<file path="config.mk">
export PLATFORM = sky130hd
export DESIGN_NAME = cit_trap_control
export DESIGN_NICKNAME = d
export VERILOG_FILES = /design/src/cit_pkg.sv /design/src/cit_trap_control.sv
export SDC_FILE = /design/constraint.sdc
export NUM_CORES = 1
export LEC_CHECK = 0
export BUFFER_PORTS_ARGS = -buffer_cell sky130_fd_sc_hd__buf_2
export CORE_MARGIN = 5
export CORE_UTILIZATION = 28
export DETAILED_ROUTE_END_ITERATION = 8
export HOLD_SLACK_MARGIN = 0.03
export PLACE_DENSITY = 0.58
export SYNTH_ARGS = -nofsm -noshare
export SYNTH_HDL_FRONTEND = slang
export SYNTH_SLANG_ARGS = --single-unit
</file>
<file path="constraint.sdc">
create_clock -name ref_clk -period 2 [get_ports ref_clk]
set_clock_uncertainty 0.15 [all_clocks]
set_input_delay 0.1 -clock ref_clk [delete_from_list [all_inputs] [get_ports ref_clk]]
set_output_delay 0.1 -clock ref_clk [all_outputs]
set_load 0.01 [all_outputs]
</file>
<file path="src/cit_pkg.sv">
package cit_pkg;

  // ********************************************************************
  // Bus geometry
  // ********************************************************************
  localparam int ADDR_W = 4;
  localparam int DATA_W = 16;
  localparam int NUM_EXT = 5;
  localparam int NUM_TRAP = 4;
  localparam int EV_W = NUM_EXT + NUM_TRAP;

  // ********************************************************************
  // Register offsets
  // ********************************************************************
  localparam logic [3:0] CORE_CONTROL_OFS = 4'h0;
  localparam logic [3:0] INTERRUPT_CONTROL_ONE_OFS = 4'h1;
  localparam logic [3:0] INTERRUPT_CONTROL_TWO_OFS = 4'h2;
  localparam logic [3:0] ARITH_STATUS_OFS = 4'h3;
  localparam logic [3:0] EVENT_STATUS_OFS = 4'h4;
  localparam logic [3:0] EVENT_MASK_OFS = 4'h5;

  // ********************************************************************
  // Field positions
  // ********************************************************************
  localparam int CC_TOP_BIT = 3;
  localparam int CC_RSVD_BIT = 2;
  localparam int IC1_NEST_BIT = 15;
  localparam int IC1_TRAP_LSB = 1;
  localparam int IC1_TRAP_MSB = 4;
  localparam int IC2_ALT_BIT = 15;
  localparam int IC2_DISABLE_INSTRUCTION_ACTIVE_BIT = 14;
  localparam int IC2_POL_LSB = 0;
  localparam int IC2_POL_MSB = 4;
  localparam int SR_IPL_LSB = 5;
  localparam int SR_IPL_MSB = 7;
  localparam int EV_TRAP_LSB = 5;

  // ********************************************************************
  // Values after reset and fixed codes
  // ********************************************************************
  localparam logic [3:0] LEVEL_RESET = 4'h0;
  localparam logic [2:0] LOW_BITS_USER_OFF = 3'h7;
  localparam logic [3:0] LEVEL_TOP_THRESHOLD = 4'h7;
  localparam logic [NUM_EXT-1:0] POL_RESET = 5'h00;
  localparam logic [NUM_TRAP-1:0] TRAP_RESET = 4'h0;
  localparam logic [EV_W-1:0] EV_RESET = 9'h000;
  localparam logic [DATA_W-1:0] DATA_ZERO = 16'h0000;

endpackage

</file>
<file path="src/cit_trap_control.sv">
`timescale 1ns/10ps
module cit_trap_control
  import cit_pkg::*;
(
  input wire logic ref_clk,
  input wire logic resetn,
  input wire logic [ADDR_W-1:0] reg_addr,
  input wire logic [DATA_W-1:0] reg_wdata,
  input wire logic reg_wr,
  input wire logic reg_rd,
  output logic [DATA_W-1:0] reg_rdata,
  input wire logic [NUM_TRAP-1:0] trap_event,
  input wire logic [NUM_EXT-1:0] ext_irq_pin,
  input wire logic core_level_load,
  input wire logic [3:0] core_level_value,
  input wire logic disable_instr_active_in,
  output logic [3:0] priority_level,
  output logic nesting_disable,
  output logic alternate_vector_select,
  output logic [NUM_EXT-1:0] ext_irq_req,
  output logic user_irq_blocked,
  output logic irq
);

  // ********************************************************************
  // Decode
  // ********************************************************************
  logic wr_cc, wr_ic1, wr_ic2, wr_sr, wr_evs, wr_evm;
  assign wr_cc = reg_wr && (reg_addr == CORE_CONTROL_OFS);
  assign wr_ic1 = reg_wr && (reg_addr == INTERRUPT_CONTROL_ONE_OFS);
  assign wr_ic2 = reg_wr && (reg_addr == INTERRUPT_CONTROL_TWO_OFS);
  assign wr_sr = reg_wr && (reg_addr == ARITH_STATUS_OFS);
  assign wr_evs = reg_wr && (reg_addr == EVENT_STATUS_OFS);
  assign wr_evm = reg_wr && (reg_addr == EVENT_MASK_OFS);

  // ********************************************************************
  // Processor priority level
  // ********************************************************************
  logic top_q, top_d;
  logic [2:0] low_q, low_d;
  logic blocked_q;

  always_comb begin
    top_d = top_q;
    low_d = low_q;
    if (wr_cc && !reg_wdata[CC_TOP_BIT]) begin
      top_d = 1'b0;
    end
    if (wr_sr && !nesting_disable) begin
      low_d = reg_wdata[SR_IPL_MSB:SR_IPL_LSB];
    end
    // The core's own load wins, so a trap level cannot be undone by a
    // software write landing in the same cycle.
    if (core_level_load) begin
      {top_d, low_d} = core_level_value;
    end
  end

  always_ff @(posedge ref_clk) begin
    if (!resetn) begin
      {top_q, low_q} <= LEVEL_RESET;
      blocked_q <= 1'b0;
    end else begin
      top_q <= top_d;
      low_q <= low_d;
      blocked_q <= (low_d == LOW_BITS_USER_OFF);
    end
  end

  assign priority_level = {top_q, low_q};
  assign user_irq_blocked = blocked_q;

  // ********************************************************************
  // First control register
  // ********************************************************************
  logic nest_q;
  logic [NUM_TRAP-1:0] trap_q;

  always_ff @(posedge ref_clk) begin
    if (!resetn) begin
      nest_q <= 1'b0;
    end else if (wr_ic1) begin
      nest_q <= reg_wdata[IC1_NEST_BIT];
    end
  end

  // A trap arriving in the cycle of a clearing write still sets its flag.
  always_ff @(posedge ref_clk) begin
    if (!resetn) begin
      trap_q <= TRAP_RESET;
    end else if (wr_ic1) begin
      trap_q <= reg_wdata[IC1_TRAP_MSB:IC1_TRAP_LSB] | trap_event;
    end else begin
      trap_q <= trap_q | trap_event;
    end
  end

  assign nesting_disable = nest_q;

  // ********************************************************************
  // Second control register
  // ********************************************************************
  logic alt_q, disable_instruction_active_q;
  logic [NUM_EXT-1:0] pol_q;

  always_ff @(posedge ref_clk) begin
    if (!resetn) begin
      alt_q <= 1'b0;
      pol_q <= POL_RESET;
    end else if (wr_ic2) begin
      alt_q <= reg_wdata[IC2_ALT_BIT];
      pol_q <= reg_wdata[IC2_POL_MSB:IC2_POL_LSB];
    end
  end

  always_ff @(posedge ref_clk) begin
    if (!resetn) begin
      disable_instruction_active_q <= 1'b0;
    end else begin
      disable_instruction_active_q <= disable_instr_active_in;
    end
  end

  assign alternate_vector_select = alt_q;

  // ********************************************************************
  // External edge detection
  // ********************************************************************
  logic [NUM_EXT-1:0] ext_edge;
  logic [NUM_EXT-1:0] ext_req_q;

  generate
    for (genvar i = 0; i < NUM_EXT; i++) begin : g_ext
      logic s1_q, s2_q, s3_q, lvl_q;
      logic change;
      // The settled level starts low, so a pin already high at reset
      // shows up as one rising edge after release.
      always_ff @(posedge ref_clk) begin
        if (!resetn) begin
          s1_q <= 1'b0;
          s2_q <= 1'b0;
          s3_q <= 1'b0;
          lvl_q <= 1'b0;
        end else begin
          s1_q <= ext_irq_pin[i];
          s2_q <= s1_q;
          s3_q <= s2_q;
          if (s2_q == s3_q) begin
            lvl_q <= s3_q;
          end
        end
      end
      assign change = (s2_q == s3_q) && (s3_q != lvl_q);
      assign ext_edge[i] = change && (pol_q[i] ? !s3_q : s3_q);
    end
  endgenerate

  always_ff @(posedge ref_clk) begin
    if (!resetn) begin
      ext_req_q <= POL_RESET;
    end else begin
      ext_req_q <= ext_edge;
    end
  end

  assign ext_irq_req = ext_req_q;

  // ********************************************************************
  // Event status, mask and interrupt line
  // ********************************************************************
  logic [EV_W-1:0] ev_q, mask_q, ev_set;
  logic irq_q;

  assign ev_set = {trap_event, ext_edge};

  always_ff @(posedge ref_clk) begin
    if (!resetn) begin
      ev_q <= EV_RESET;
    end else if (wr_evs) begin
      ev_q <= (ev_q & ~reg_wdata[EV_W-1:0]) | ev_set;
    end else begin
      ev_q <= ev_q | ev_set;
    end
  end

  always_ff @(posedge ref_clk) begin
    if (!resetn) begin
      mask_q <= EV_RESET;
    end else if (wr_evm) begin
      mask_q <= reg_wdata[EV_W-1:0];
    end
  end

  always_ff @(posedge ref_clk) begin
    if (!resetn) begin
      irq_q <= 1'b0;
    end else begin
      irq_q <= |(ev_q & mask_q);
    end
  end

  assign irq = irq_q;

  // ********************************************************************
  // Read port
  // ********************************************************************
  logic [DATA_W-1:0] rd_d, rdata_q;

  always_comb begin
    rd_d = DATA_ZERO;
    case (reg_addr)
      CORE_CONTROL_OFS: begin
        rd_d[CC_TOP_BIT] = top_q;
        rd_d[CC_RSVD_BIT] = 1'b1;
      end
      INTERRUPT_CONTROL_ONE_OFS: begin
        rd_d[IC1_NEST_BIT] = nest_q;
        rd_d[IC1_TRAP_MSB:IC1_TRAP_LSB] = trap_q;
      end
      INTERRUPT_CONTROL_TWO_OFS: begin
        rd_d[IC2_ALT_BIT] = alt_q;
        rd_d[IC2_DISABLE_INSTRUCTION_ACTIVE_BIT] = disable_instruction_active_q;
        rd_d[IC2_POL_MSB:IC2_POL_LSB] = pol_q;
      end
      ARITH_STATUS_OFS: rd_d[SR_IPL_MSB:SR_IPL_LSB] = low_q;
      EVENT_STATUS_OFS: rd_d[EV_W-1:0] = ev_q;
      EVENT_MASK_OFS: rd_d[EV_W-1:0] = mask_q;
      default: rd_d = DATA_ZERO;
    endcase
  end

  always_ff @(posedge ref_clk) begin
    if (!resetn) begin
      rdata_q <= DATA_ZERO;
    end else if (reg_rd) begin
      rdata_q <= rd_d;
    end else begin
      rdata_q <= DATA_ZERO;
    end
  end

  assign reg_rdata = rdata_q;
endmodule // cit_trap_control

</file>
Word-level counts from Yosys, hierarchy flattened:

Index checks and enable logic that the tools add are counted.

* equal/unequal tests: 16
* mux-type cells: 18
* bitwise operators: 7
* reductions and logical operators: 30

Operator list (number)
* 9-bit AND: 2
* 1-bit logical AND: 18
* 9-bit bitwise OR: 2
* 2-bit one-hot mux with 5 select lines: 1
* 9-bit 2-to-1 mux: 1
* 9-bit inverter: 1
* 3-bit one-hot mux with 3 select lines: 1
* 9-bit OR reduction: 1
* 4-bit by 2-bit == test with 1-bit output (second input constant): 2
* 4-bit by 3-bit == test with 1-bit output (second input constant): 2
* 4-bit bitwise OR: 2
* 1-bit one-hot mux with 4 select lines: 2
* 1-bit logical NOT: 7
* 1-bit 2-to-1 mux: 7
* 3-bit 2-to-1 mux: 2
* 1-bit == test: 5
* 1-bit != test: 5
* 4-bit by 1-bit == test with 1-bit output (second input constant): 1
* 4-bit logical NOT: 1
* 4-bit 2-to-1 mux: 1
* 1-bit one-hot mux with 2 select lines: 2
* 3-bit == test (second input constant): 1
* 1-bit one-hot mux with 3 select lines: 1
* 3-bit AND reduction: 1
* 2 further kinds: 2

* bits in registers: 77
* input bits: 39
* output and inout port bits: 29

Longest topological paths before layout:

Gate-level depths: netlist of the first run.

* depth in word-level cells: 6
* depth in mapped cells: 6
* gate-level depth less buffers: 4

Least setup slack after synthesis of the first run:

Ideal clock, no wire load.

* kind: reg-to-reg
* start: reg nest_q, in the netlist nesting_disable
* end: reg blocked_q, in the netlist user_irq_blocked
* data arrival time: 1.325 ns
* data required time: 1.734 ns
* path slack: 0.409 ns
* stages on the path, launching flop included: 5
* path buffers: 0
* period minus slack after synthesis: 1.591 ns
* cell sequence: dfxtp_1 > or4b_1 > o21ai_0 > a2bb2oi_1 > and4_1

* word-level cells in the longest chain between the ends: 5

Ends and longest elaborated chain
* start: declaration: line cit_trap_control.sv:76 `logic nest_q;`
* start signal: assignment: line cit_trap_control.sv:83 `nest_q <= reg_wdata[IC1_NEST_BIT];`
* 1-bit logical NOT: line cit_trap_control.sv:49 `if (wr_sr && !nesting_disable) begin`
* 1-bit logical AND: line cit_trap_control.sv:49
* 3-bit 2-to-1 mux: line cit_trap_control.sv:49
* 3-bit 2-to-1 mux: line cit_trap_control.sv:54 `if (core_level_load) begin`
* 3-bit == test: line cit_trap_control.sv:66 `blocked_q <= (low_d == LOW_BITS_USER_OFF);`
* end signal: assignment: line cit_trap_control.sv:66
* end: declaration: line cit_trap_control.sv:41 `logic blocked_q;`

No other way between the ends.
A chain may end at the register's enable or synchronous reset.

Worst setup path after layout of the first run:

* start: in core_level_load
* end: reg top_q

* word-level cells in the longest chain between the ends: 1
* elaborated cells between the ends (all ways): 2
* classes of those cells: 1 x mux; 1 x reduce/logical

Ends and longest elaborated chain
* start: declaration: line cit_trap_control.sv:14 `input wire logic core_level_load,`
* 1-bit 2-to-1 mux or 2-bit nonzero test (tied branches)
* end signal: assignment: line cit_trap_control.sv:64 `top_q <= top_d;`
* end: declaration: line cit_trap_control.sv:39 `logic top_q, top_d;`

Parallel ways exist; a longest one is shown, timed or not.

==> results of run 1 <==
## layout make-up
type / instances / area [sq um]
Clock buffer: 14 / 183
Tap cell: 133 / 166
Fill cell: 1011 / 5980
Multi-Input combinational cell: 208 / 1260
Timing Repair Buffer: 101 / 726
Clock inverter: 2 / 35.0
Sequential cell: 72 / 1440
Inverter: 8 / 33.8
## power by group through the flow
stage | clock, W | sequential [W] | combinational (W)
2_1_floorplan | 0 | 0.00152 | 0.000129
6_report | 0.00122 | 0.00150 | 0.000268
3_5_place_dp | 0 | 0.00153 | 0.000209
5_1_grt | 0.00133 | 0.00150 | 0.000296
4_1_cts | 0.00125 | 0.00150 | 0.000267
3_3_place_gp | 0 | 0.00153 | 0.000206
## how the worst max path moves through the flow
stage	from	slack, ns	end	cells past startpoint
after floorplan	nesting_disable	0.41	user_irq_blocked	4
after global placement	nesting_disable	0.36	user_irq_blocked	4
after detailed placement	nesting_disable	0.29	user_irq_blocked	4
after CTS	resetn	0.1	top_q	6
after global routing	resetn	0.006	top_q	6
final	core_level_load	0.08	top_q	6
## placed cells by master (no fill, tap or decap), types with 2 or more instances in the layout
master                          synthesis  routed
sky130_fd_sc_hd__a21oi_1               24      24
sky130_fd_sc_hd__a222oi_1               2       2
sky130_fd_sc_hd__a22oi_1                9       9
sky130_fd_sc_hd__nand3_1               14      14
sky130_fd_sc_hd__dfxtp_1               72      72
sky130_fd_sc_hd__and2_1                19      19
sky130_fd_sc_hd__buf_2                  6      56
sky130_fd_sc_hd__or4b_1                 2       2
sky130_fd_sc_hd__a31oi_1                8       8
sky130_fd_sc_hd__inv_1                  7       7
sky130_fd_sc_hd__dlygate4sd3_1          0      38
sky130_fd_sc_hd__nand2_1               34      34
sky130_fd_sc_hd__nor4_1                 2       2
sky130_fd_sc_hd__a2bb2oi_1              4       4
sky130_fd_sc_hd__nor2b_1                3       3
sky130_fd_sc_hd__nor2_1                14      14
sky130_fd_sc_hd__conb_1                 1       5
sky130_fd_sc_hd__mux2i_1               12      12
sky130_fd_sc_hd__clkbuf_8               0      13
sky130_fd_sc_hd__nor4b_4                2       2
sky130_fd_sc_hd__o21a_1                 5       5
sky130_fd_sc_hd__o21ai_0               16      16
sky130_fd_sc_hd__buf_4                  8       6
sky130_fd_sc_hd__a31o_1                 5       5
sky130_fd_sc_hd__a22o_1                 3       3
sky130_fd_sc_hd__nor3_1                10      10
## layer usage
metal  track usage [%]  vias to the layer above
met5                 0                        -
met4              5.50                        0
met3              5.09                       19
met2              20.1                       78
met1              15.8                     1203
li1                  -                     1261
## stage by stage
step	hold WS, ns	instance area [sq um]	instances	setup WS, ns	utilization [%]
after floorplan	0.0507	2850	309	0.409	-
after global placement	0.159	3240	484	0.361	33.0
after detailed placement	0.160	3240	484	0.287	33.0
after CTS	0.0789	3840	538	0.0990	39.1
after global routing	0.0856	3840	538	0.00603	39.1
final	0.0987	3840	538	0.0755	39.1
## worst max-delay path: stages
cell and delay, ns:
sky130_fd_sc_hd__dlygate4sd3_1 0.53, sky130_fd_sc_hd__buf_2 0.15, sky130_fd_sc_hd__nand2_1 0.05, sky130_fd_sc_hd__dlygate4sd3_1 0.54, sky130_fd_sc_hd__a21oi_1 0.06, sky130_fd_sc_hd__dlygate4sd3_1 0.57
## repair_timing
action / 4_1_cts / 5_1_grt
hold buffers: 38 / 0
resized for setup: 0 / 1
endpoints found under the setup margin: 0 / 1
hold endpoints to repair: 43 / 0
## logic make-up (layout without fill, tap and decap cells)
| group | after synthesis | in the layout | synth area share [%] |
|---|---|---|---|
| multiplexers | 12 | 12 | 4.24 |
| AO/OA/AOI/OAI | 79 | 79 | 17.8 |
| other | 1 | 5 | 0.132 |
| buffers and inverters | 29 | 125 | 5.43 |
| AND/OR/NAND/NOR | 112 | 112 | 21.5 |
| flip-flops | 72 | 72 | 50.9 |
## registers in the layout, summed over array words and instances (netlist names), 3 cells and up
signal and cells:
g_ext.lvl_q 5, reg_rdata 11, trap_q 4, low_q 3
g_ext.s1_q 5, g_ext.s3_q 5, mask_q 9, g_ext.s2_q 5
pol_q 5, ext_irq_req 5, ev_q 9
==> summary.json, run 1 <==
{
  "die_width_um": 111,
  "report.final.setup_viol": 0,
  "endpoint_kind": "register",
  "yosysUniqueCellTypes": 42,
  "post_cts.repair.setup_buffers": 0,
  "per_instance_average_area_after_synthesis_sq_um": 9.29,
  "avgViaCountPerCell": 4.76,
  "critical_path_arrival_ns": 2.00,
  "wire_per_inst_um": 14.0,
  "cts.path.max_buffers": 2,
  "numPortBuffers": 56,
  "internal_power_w": 0.00232,
  "proportion_of_power_drawn_by_the_clock_network_pct": 40.8,
  "drive_gt1_share_pct": 21.2,
  "mappedNetlistArea_sq_um": 2830,
  "detail_route.first_pass.iterations": 4,
  "placementRows": 36,
  "async_reset_ff_share_pct": 0,
  "post-dp-hpwl_um": 5380,
  "drc": 0,
  "grt_start_max_net_pins": 26,
  "final_min_period_over_clock_period_pct": 96.2,
  "gpl.final_weighted_congestion": 0.880,
  "final-max-slew-violation-count": 0,
  "yosysTopAreaCellShare_pct": 50.9,
  "synth_edf_count": 0,
  "timing_worst_setup_path_type": "primary input to register",
  "grt_util_all_layers_pct": 12.9,
  "first_global_vias": 2519,
  "route.met3.wl_um": 445,
  "finalPower_w": 0.00298,
  "postSynthRegisterBits": 72,
  "synthFlopType": "sky130_fd_sc_hd__dfxtp_1",
  "synth.largest_area_cell": "sky130_fd_sc_hd__dfxtp_1",
  "cts_tree": "built",
  "area_delta_synth_final_pct": 35.7,
  "clock_latency_reported_for_the_late_side_of_the_worst_skew_pair_ns": 0.35,
  "finalSetupTns_ns": 0,
  "clock_tree.htree_level_count": 3,
  "design.final.nets": 439,
  "seqPwrFrac_pct": 50.2,
  "maxUsedRoutingLayer": "met4",
  "cts.clk_slew.worst_paths_ns": 0.07,
  "grt-ovfl-total": 0,
  "antenna_violations_before_repair": 0,
  "floorplan.die_area_sq_um": 12200,
  "ys_seq_area_share_pct": 50.9,
  "hp-start": "reg_addr[3]",
  "drt_iter0_markers": 129,
  "netSwitchingFraction_pct": 22.4,
  "p_per_area_nw_per_um2": 776,
  "power.switching_w": 0.000669,
  "static-leakage-power_nw": 1.62,
  "die_y_um": 111,
  "crit-reg2reg-capture": "user_irq_blocked",
  "netlist_instances": 305,
  "cts_sinks": 72,
  "cp_max_fo": 5,
  "clock.fmax_ghz": 0.520,
  "hold_depth": 3,
  "report.final.hold_viol_count": 0,
  "route.antenna.remaining_nets": 0,
  "hold_path.class": "primary input to register",
  "min_to": "reg_rdata[7]",
  "cap_viol_max_count": 0,
  "top_level_ports": 68,
  "yosys.cell_count.top_type": "sky130_fd_sc_hd__dfxtp_1",
  "netlist_top_cells_area": "sky130_fd_sc_hd__dfxtp_1 51%, sky130_fd_sc_hd__nand2_1 4.5%, sky130_fd_sc_hd__a21oi_1 4.2%",
  "rsz0062_at_grt": "false",
  "met2_length_um": 3460,
  "synth.top_cells.by_count": "72 x sky130_fd_sc_hd__dfxtp_1, 34 x sky130_fd_sc_hd__nand2_1, 24 x sky130_fd_sc_hd__a21oi_1",
  "yosysWarningCount": 0,
  "grt_first_pass_wirelength_um": 12800,
  "peakVddDrop_uv": 349,
  "setup.worst_path.start_class": "primary input",
  "cts_root_buffer": "sky130_fd_sc_hd__clkbuf_8",
  "reg2reg_setup_slack_ns": 0.26,
  "route.vias.total": 2561,
  "tritoncts.num_buffers": 9,
  "crit_required_ns": 2.08,
  "finalWirelength_um": 7540,
  "wl_met1_um": 3450,
  "status": "completed",
  "initial_utilization_pct": 28.8,
  "regToRegStartpoint": "nesting_disable",
  "reg2reg_depth": 4,
  "diodes": 0,
  "floorplan.core_area_sq_um": 9820,
  "final_critical_path_time_including_i_o_delays_and_setup_ns": 1.92,
  "power_frac_comb_pct": 9.0
}
Power figures use the tool's default switching activity.
==> run 2, diff against run 1 <==
Settings changed: PLACE_DENSITY 0.58 to 0.44, REMOVE_ABC_BUFFERS set to 1.
==> summary.json, run 2 (same netlist as run 1, synthesis figures left out) <==
{
  "cts.path.max_buffers": 2,
  "critPathTopFamily": "buffers and inverters",
  "route.antenna.remaining_nets": 0,
  "floorplan.core_area_sq_um": 9820,
  "drive_gt1_share_pct": 20.9,
  "reg2reg_setup_slack_ns": 0.30,
  "endpoint_kind": "register",
  "die_y_um": 111,
  "timing.hold.ws_ns": 0.0344,
  "cts_sinks": 72,
  "diodes": 0,
  "grt-ovfl-total": 0,
  "crit_cells": 6,
  "setup.worst_path.start_class": "primary input",
  "multi_input_area_sq_um": 1260,
  "grt_start_max_net_pins": 35,
  "critical_path.slowest_cell": "sky130_fd_sc_hd__dlygate4sd3_1",
  "utilization_pct": 39.3,
  "clock_tree.htree_level_count": 3,
  "drc": 0,
  "numPortBuffers": 56,
  "critical_path_arrival_ns": 2.01,
  "report.final.hold_viol_count": 0,
  "crit_path_most_repeated_cell": "sky130_fd_sc_hd__dlygate4sd3_1",
  "p_per_area_nw_per_um2": 746,
  "reg2reg_depth": 4,
  "gpl.final_weighted_congestion": 0.815,
  "route.vias.total": 2547,
  "placementRows": 36,
  "report.final.setup_viol": 0,
  "crit-reg2reg-capture": "user_irq_blocked",
  "grt_util_all_layers_pct": 13.8,
  "layout.cells.most_common": "sky130_fd_sc_hd__dfxtp_1",
  "critical_path_buf_inv_count": 4,
  "final_cell_mix": "72 x sky130_fd_sc_hd__dfxtp_1, 56 x sky130_fd_sc_hd__buf_2, 41 x sky130_fd_sc_hd__dlygate4sd3_1",
  "hold_path.class": "primary input to register",
  "detail_route.first_pass.iterations": 4,
  "peakVddDrop_uv": 362,
  "critical-path-max-stage-delay_ns": 0.57,
  "cp_max_fo": 5,
  "top_level_ports": 68,
  "initial_utilization_pct": 28.8,
  "clock.fmax_ghz": 0.519,
  "num-fill-cells": 1050,
  "final-max-slew-violation-count": 0,
  "final_critical_path_time_including_i_o_delays_and_setup_ns": 1.93,
  "wire_per_inst_um": 15.1,
  "drt_iter0_markers": 104,
  "cts.clk_slew.worst_paths_ns": 0.08,
  "grt_first_pass_wirelength_um": 13500,
  "cts_root_buffer": "sky130_fd_sc_hd__clkbuf_8",
  "status": "completed",
  "area_delta_synth_final_pct": 36.1,
  "floorplan.die_area_sq_um": 12200,
  "antenna_violations_before_repair": 0,
  "tritoncts.num_buffers": 9,
  "rsz0062_at_grt": "false",
  "seqCellArea_sq_um": 1440,
  "cts_tree": "built",
  "finalWirelength_um": 8210,
  "crit_path_cell_trace": "dlygate4sd3_1 -> buf_2 -> nand2_1 -> dlygate4sd3_1 -> a21oi_1 -> dlygate4sd3_1",
  "regToRegStartpoint": "nesting_disable",
  "static-leakage-power_nw": 1.63,
  "clock_latency_reported_for_the_late_side_of_the_worst_skew_pair_ns": 0.34,
  "first_global_vias": 2611,
  "final_min_period_over_clock_period_pct": 96.3,
  "timing_worst_setup_path_type": "primary input to register",
  "timing.critical_path.from": "core_level_load",
  "design.final.nets": 445,
  "largest_register_ffs": 11,
  "post-dp-hpwl_um": 5620,
  "die_width_um": 111,
  "crit_required_ns": 2.09,
  "avgViaCountPerCell": 4.68,
  "critical_path.endpoint": "top_q",
  "cap_viol_max_count": 0
}
## run 2: cell types whose count changed in the layout (fill, tap and decap cells not counted)
cell	change
sky130_fd_sc_hd__clkinv_1	+1
sky130_fd_sc_hd__dlygate4sd3_1	+3
sky130_fd_sc_hd__clkinvlp_4	-1
sky130_fd_sc_hd__clkinv_2	+2
sky130_fd_sc_hd__clkbuf_1	+2
sky130_fd_sc_hd__clkbuf_8	-4
sky130_fd_sc_hd__buf_4	+3
## run 2: cell type report
type	count	share of cell area, %
Inverter	8	0.779
Clock inverter	4	1.17
Clock buffer	12	3.51
Timing Repair Buffer	107	20.2
Tap cell	133	4.32
Sequential cell	72	37.4
Multi-Input combinational cell	208	32.7
## run 2: stage by stage
stage                     cell area, sq um  instances  setup WS [ns]  total power, W  TNS, ns
final                                 3850        544         0.0736         0.00288        0
after CTS                             3850        544          0.107         0.00291        0
after global routing                  3850        544         0.0386         0.00301        0
after detailed placement              3260        487          0.332         0.00175        0
after global placement                3260        487          0.334         0.00175        0
after floorplan                       2720        288         -0.299         0.00162    -3.04
## run 2: what timing repair did
action                                 in CTS  in global routing
resized for setup                           0                  0
endpoints found under the hold margin      43                  0
hold buffers                               41                  0
setup buffers                               0                  0
## run 2: worst min path at each step
stage          slack, ns  cells after the start            from       endpoint
2_1_floorplan       0.03                      1     reg_addr[2]  reg_rdata[14]
3_3_place_gp        0.16                      2  ext_irq_pin[1]  g_ext[1].s1_q
3_5_place_dp        0.16                      2  ext_irq_pin[1]  g_ext[1].s1_q
4_1_cts             0.04                      3     reg_addr[2]   reg_rdata[0]
5_1_grt             0.05                      3     reg_addr[2]   reg_rdata[0]
6_report            0.03                      3     reg_addr[2]   reg_rdata[0]
## run 2: tightest hold or removal path, stage by stage
cell,delay [ns]
sky130_fd_sc_hd__buf_2,0.19
sky130_fd_sc_hd__nand3_1,0.11
sky130_fd_sc_hd__a31oi_1,0.08
## run 2: per-layer routing
metal / vias to the layer above / global-route usage [%] / part of all wire [%]
li1: 1269 / - / -
met1: 1185 / 18.2 / 48
met2: 87 / 21.1 / 46
met3: 6 / 3.99 / 5.4
met4: 0 / 5.50 / 1.0
met5: - / 0 / 0
## run 2: power breakdown
group	leakage [nW]	switching, W	internal [W]
clock network	0.0941	0.000525	0.000572
logic	0.948	0.000141	0.000144
registers	0.587	0.0000249	0.00147
total	1.63	0.000691	0.00219
==> run 3, diff against run 2 <==
Clock period 2 ns to 2.3 ns, I/O delays scaled along.
==> summary.json, run 3 (same netlist as run 1, synthesis figures left out) <==
{
  "final_min_period_over_clock_period_pct": 89.8,
  "crit-reg2reg-capture": "low_q[2]",
  "drc": 0,
  "postPlaceCellArea_sq_um": 3250,
  "placementRows": 36,
  "grt_util_all_layers_pct": 13.7,
  "cts_sinks": 72,
  "min_to": "g_ext[4].s1_q",
  "largest_register_ffs": 11,
  "grt_start_max_net_pins": 17,
  "top_level_ports": 68,
  "layout.cells.most_common": "sky130_fd_sc_hd__dfxtp_1",
  "tritoncts.num_buffers": 9,
  "power.switching_w": 0.000577,
  "post_cts_resized": 0,
  "grt_first_pass_wirelength_um": 13400,
  "hold_path.class": "primary input to register",
  "met2_length_um": 3770,
  "numPortBuffers": 56,
  "cp_max_fo": 5,
  "avgViaCountPerCell": 4.72,
  "floorplan.core_area_sq_um": 9820,
  "cap_viol_max_count": 0,
  "regToRegStartpoint": "nesting_disable",
  "cts.path.max_buffers": 2,
  "timing_worst_setup_path_type": "primary input to register",
  "maxUsedRoutingLayer": "met4",
  "timing.hold.ws_ns": 0.0338,
  "wl_met1_um": 3870,
  "endpoint_kind": "register",
  "finalWirelength_um": 8180,
  "final_design_area_no_fill_sq_um": 3780,
  "setup.worst_path.start_class": "primary input",
  "report.final.hold_viol_count": 0,
  "gpl.final_weighted_congestion": 0.795,
  "final-max-slew-violation-count": 0,
  "clock.fmax_ghz": 0.484,
  "die_width_um": 111,
  "grt-ovfl-total": 0,
  "cts_tree": "built",
  "cts.clk_slew.worst_paths_ns": 0.07,
  "die_y_um": 111,
  "route.vias.total": 2542,
  "area_delta_synth_final_pct": 33.6,
  "wire_per_inst_um": 15.2,
  "clock_tree.htree_level_count": 3,
  "drive_gt1_share_pct": 20.7,
  "finalPower_w": 0.00235,
  "design.final.nets": 443,
  "netSwitchingFraction_pct": 24.6,
  "floorplan.die_area_sq_um": 12200,
  "utilization_pct": 38.5,
  "num-fill-cells": 1053,
  "diodes": 0,
  "cts_root_buffer": "sky130_fd_sc_hd__clkbuf_8",
  "peakVddDrop_uv": 251,
  "drt_iter0_markers": 146,
  "seqPwrFrac_pct": 55.5,
  "route.met3.wl_um": 443,
  "crit_required_ns": 2.38,
  "rsz0062_at_grt": "false",
  "proportion_of_power_drawn_by_the_clock_network_pct": 34.3,
  "final_cell_mix": "72 x sky130_fd_sc_hd__dfxtp_1, 56 x sky130_fd_sc_hd__buf_2, 39 x sky130_fd_sc_hd__dlygate4sd3_1",
  "detail_route.first_pass.iterations": 4,
  "status": "completed",
  "first_global_vias": 2586,
  "internal_power_w": 0.00177,
  "post-dp-hpwl_um": 5730,
  "critical_path_arrival_ns": 2.14,
  "hp-start": "resetn",
  "clock_latency_reported_for_the_late_side_of_the_worst_skew_pair_ns": 0.34,
  "initial_utilization_pct": 28.8,
  "hold_depth": 2,
  "static-leakage-power_nw": 1.61,
  "antenna_violations_before_repair": 0,
  "p_per_area_nw_per_um2": 620,
  "reg2reg_depth": 4,
  "power_frac_comb_pct": 10.2,
  "reg2reg_setup_slack_ns": 0.24,
  "finalSetupTns_ns": 0,
  "final_critical_path_time_including_i_o_delays_and_setup_ns": 2.07,
  "report.final.setup_viol": 0,
  "route.antenna.remaining_nets": 0
}
[run 3: what timing repair did]
item                                   4_1_cts  5_1_grt
buffers inserted                             0        0
hold buffers                                39        0
setup endpoints to repair                    0        0
endpoints found under the hold margin       43        0
[run 3: worst max-delay path by stage]
| stage | from | end | cells after the start |
|---|---|---|---|
| global placement | reg_addr[2] | mask_q[3] | 6 |
| finish | reg_wdata[3] | top_q | 6 |
| floorplan | reg_addr[2] | mask_q[0] | 4 |
| detailed placement | reg_addr[2] | mask_q[2] | 6 |
| global route | nesting_disable | low_q[2] | 4 |
| CTS | reg_wdata[3] | top_q | 6 |
[run 3: cell type report]
| class | instances | area (sq um) | area share (%) |
|---|---|---|---|
| multi-input cells | 208 | 1260 | 33.3 |
| well taps | 133 | 166 | 4.40 |
| inverters | 8 | 30.0 | 0.794 |
| clock buffers | 11 | 131 | 3.47 |
| repair buffers | 105 | 746 | 19.7 |
| flip-flops and latches | 72 | 1440 | 38.1 |
| clock inverters | 2 | 10.0 | 0.265 |
[run 3: critical path, stage by stage]
cell                            delay (ns)
sky130_fd_sc_hd__dlygate4sd3_1        0.53
sky130_fd_sc_hd__buf_2                0.16
sky130_fd_sc_hd__or4b_1               0.51
sky130_fd_sc_hd__o211ai_1             0.17
sky130_fd_sc_hd__a21oi_1              0.09
sky130_fd_sc_hd__dlygate4sd3_1        0.57
[run 3: through the flow]
stage | cells | setup WS [ns]
2_1_floorplan | 288 | -0.0138
3_3_place_gp | 487 | 0.609
3_5_place_dp | 487 | 0.571
4_1_cts | 539 | 0.267
5_1_grt | 539 | 0.0880
6_report | 539 | 0.235
[run 3: power groups by stage]
| stage | sequential (W) | clock (W) | combinational [W] |
|---|---|---|---|
| finish | 0.00130 | 0.000805 | 0.000239 |
| global route | 0.00130 | 0.000885 | 0.000264 |
| CTS | 0.00130 | 0.000840 | 0.000238 |
| detailed placement | 0.00133 | 0 | 0.000187 |
| global placement | 0.00133 | 0 | 0.000187 |
| floorplan | 0.00133 | 0 | 0.0000810 |
[run 3: per-layer routing]
metal	up-vias	GRT usage, %
met1	1185	18.0
met5	-	0
met2	76	21.8
met4	0	4.43
li1	1271	-
met3	10	3.61
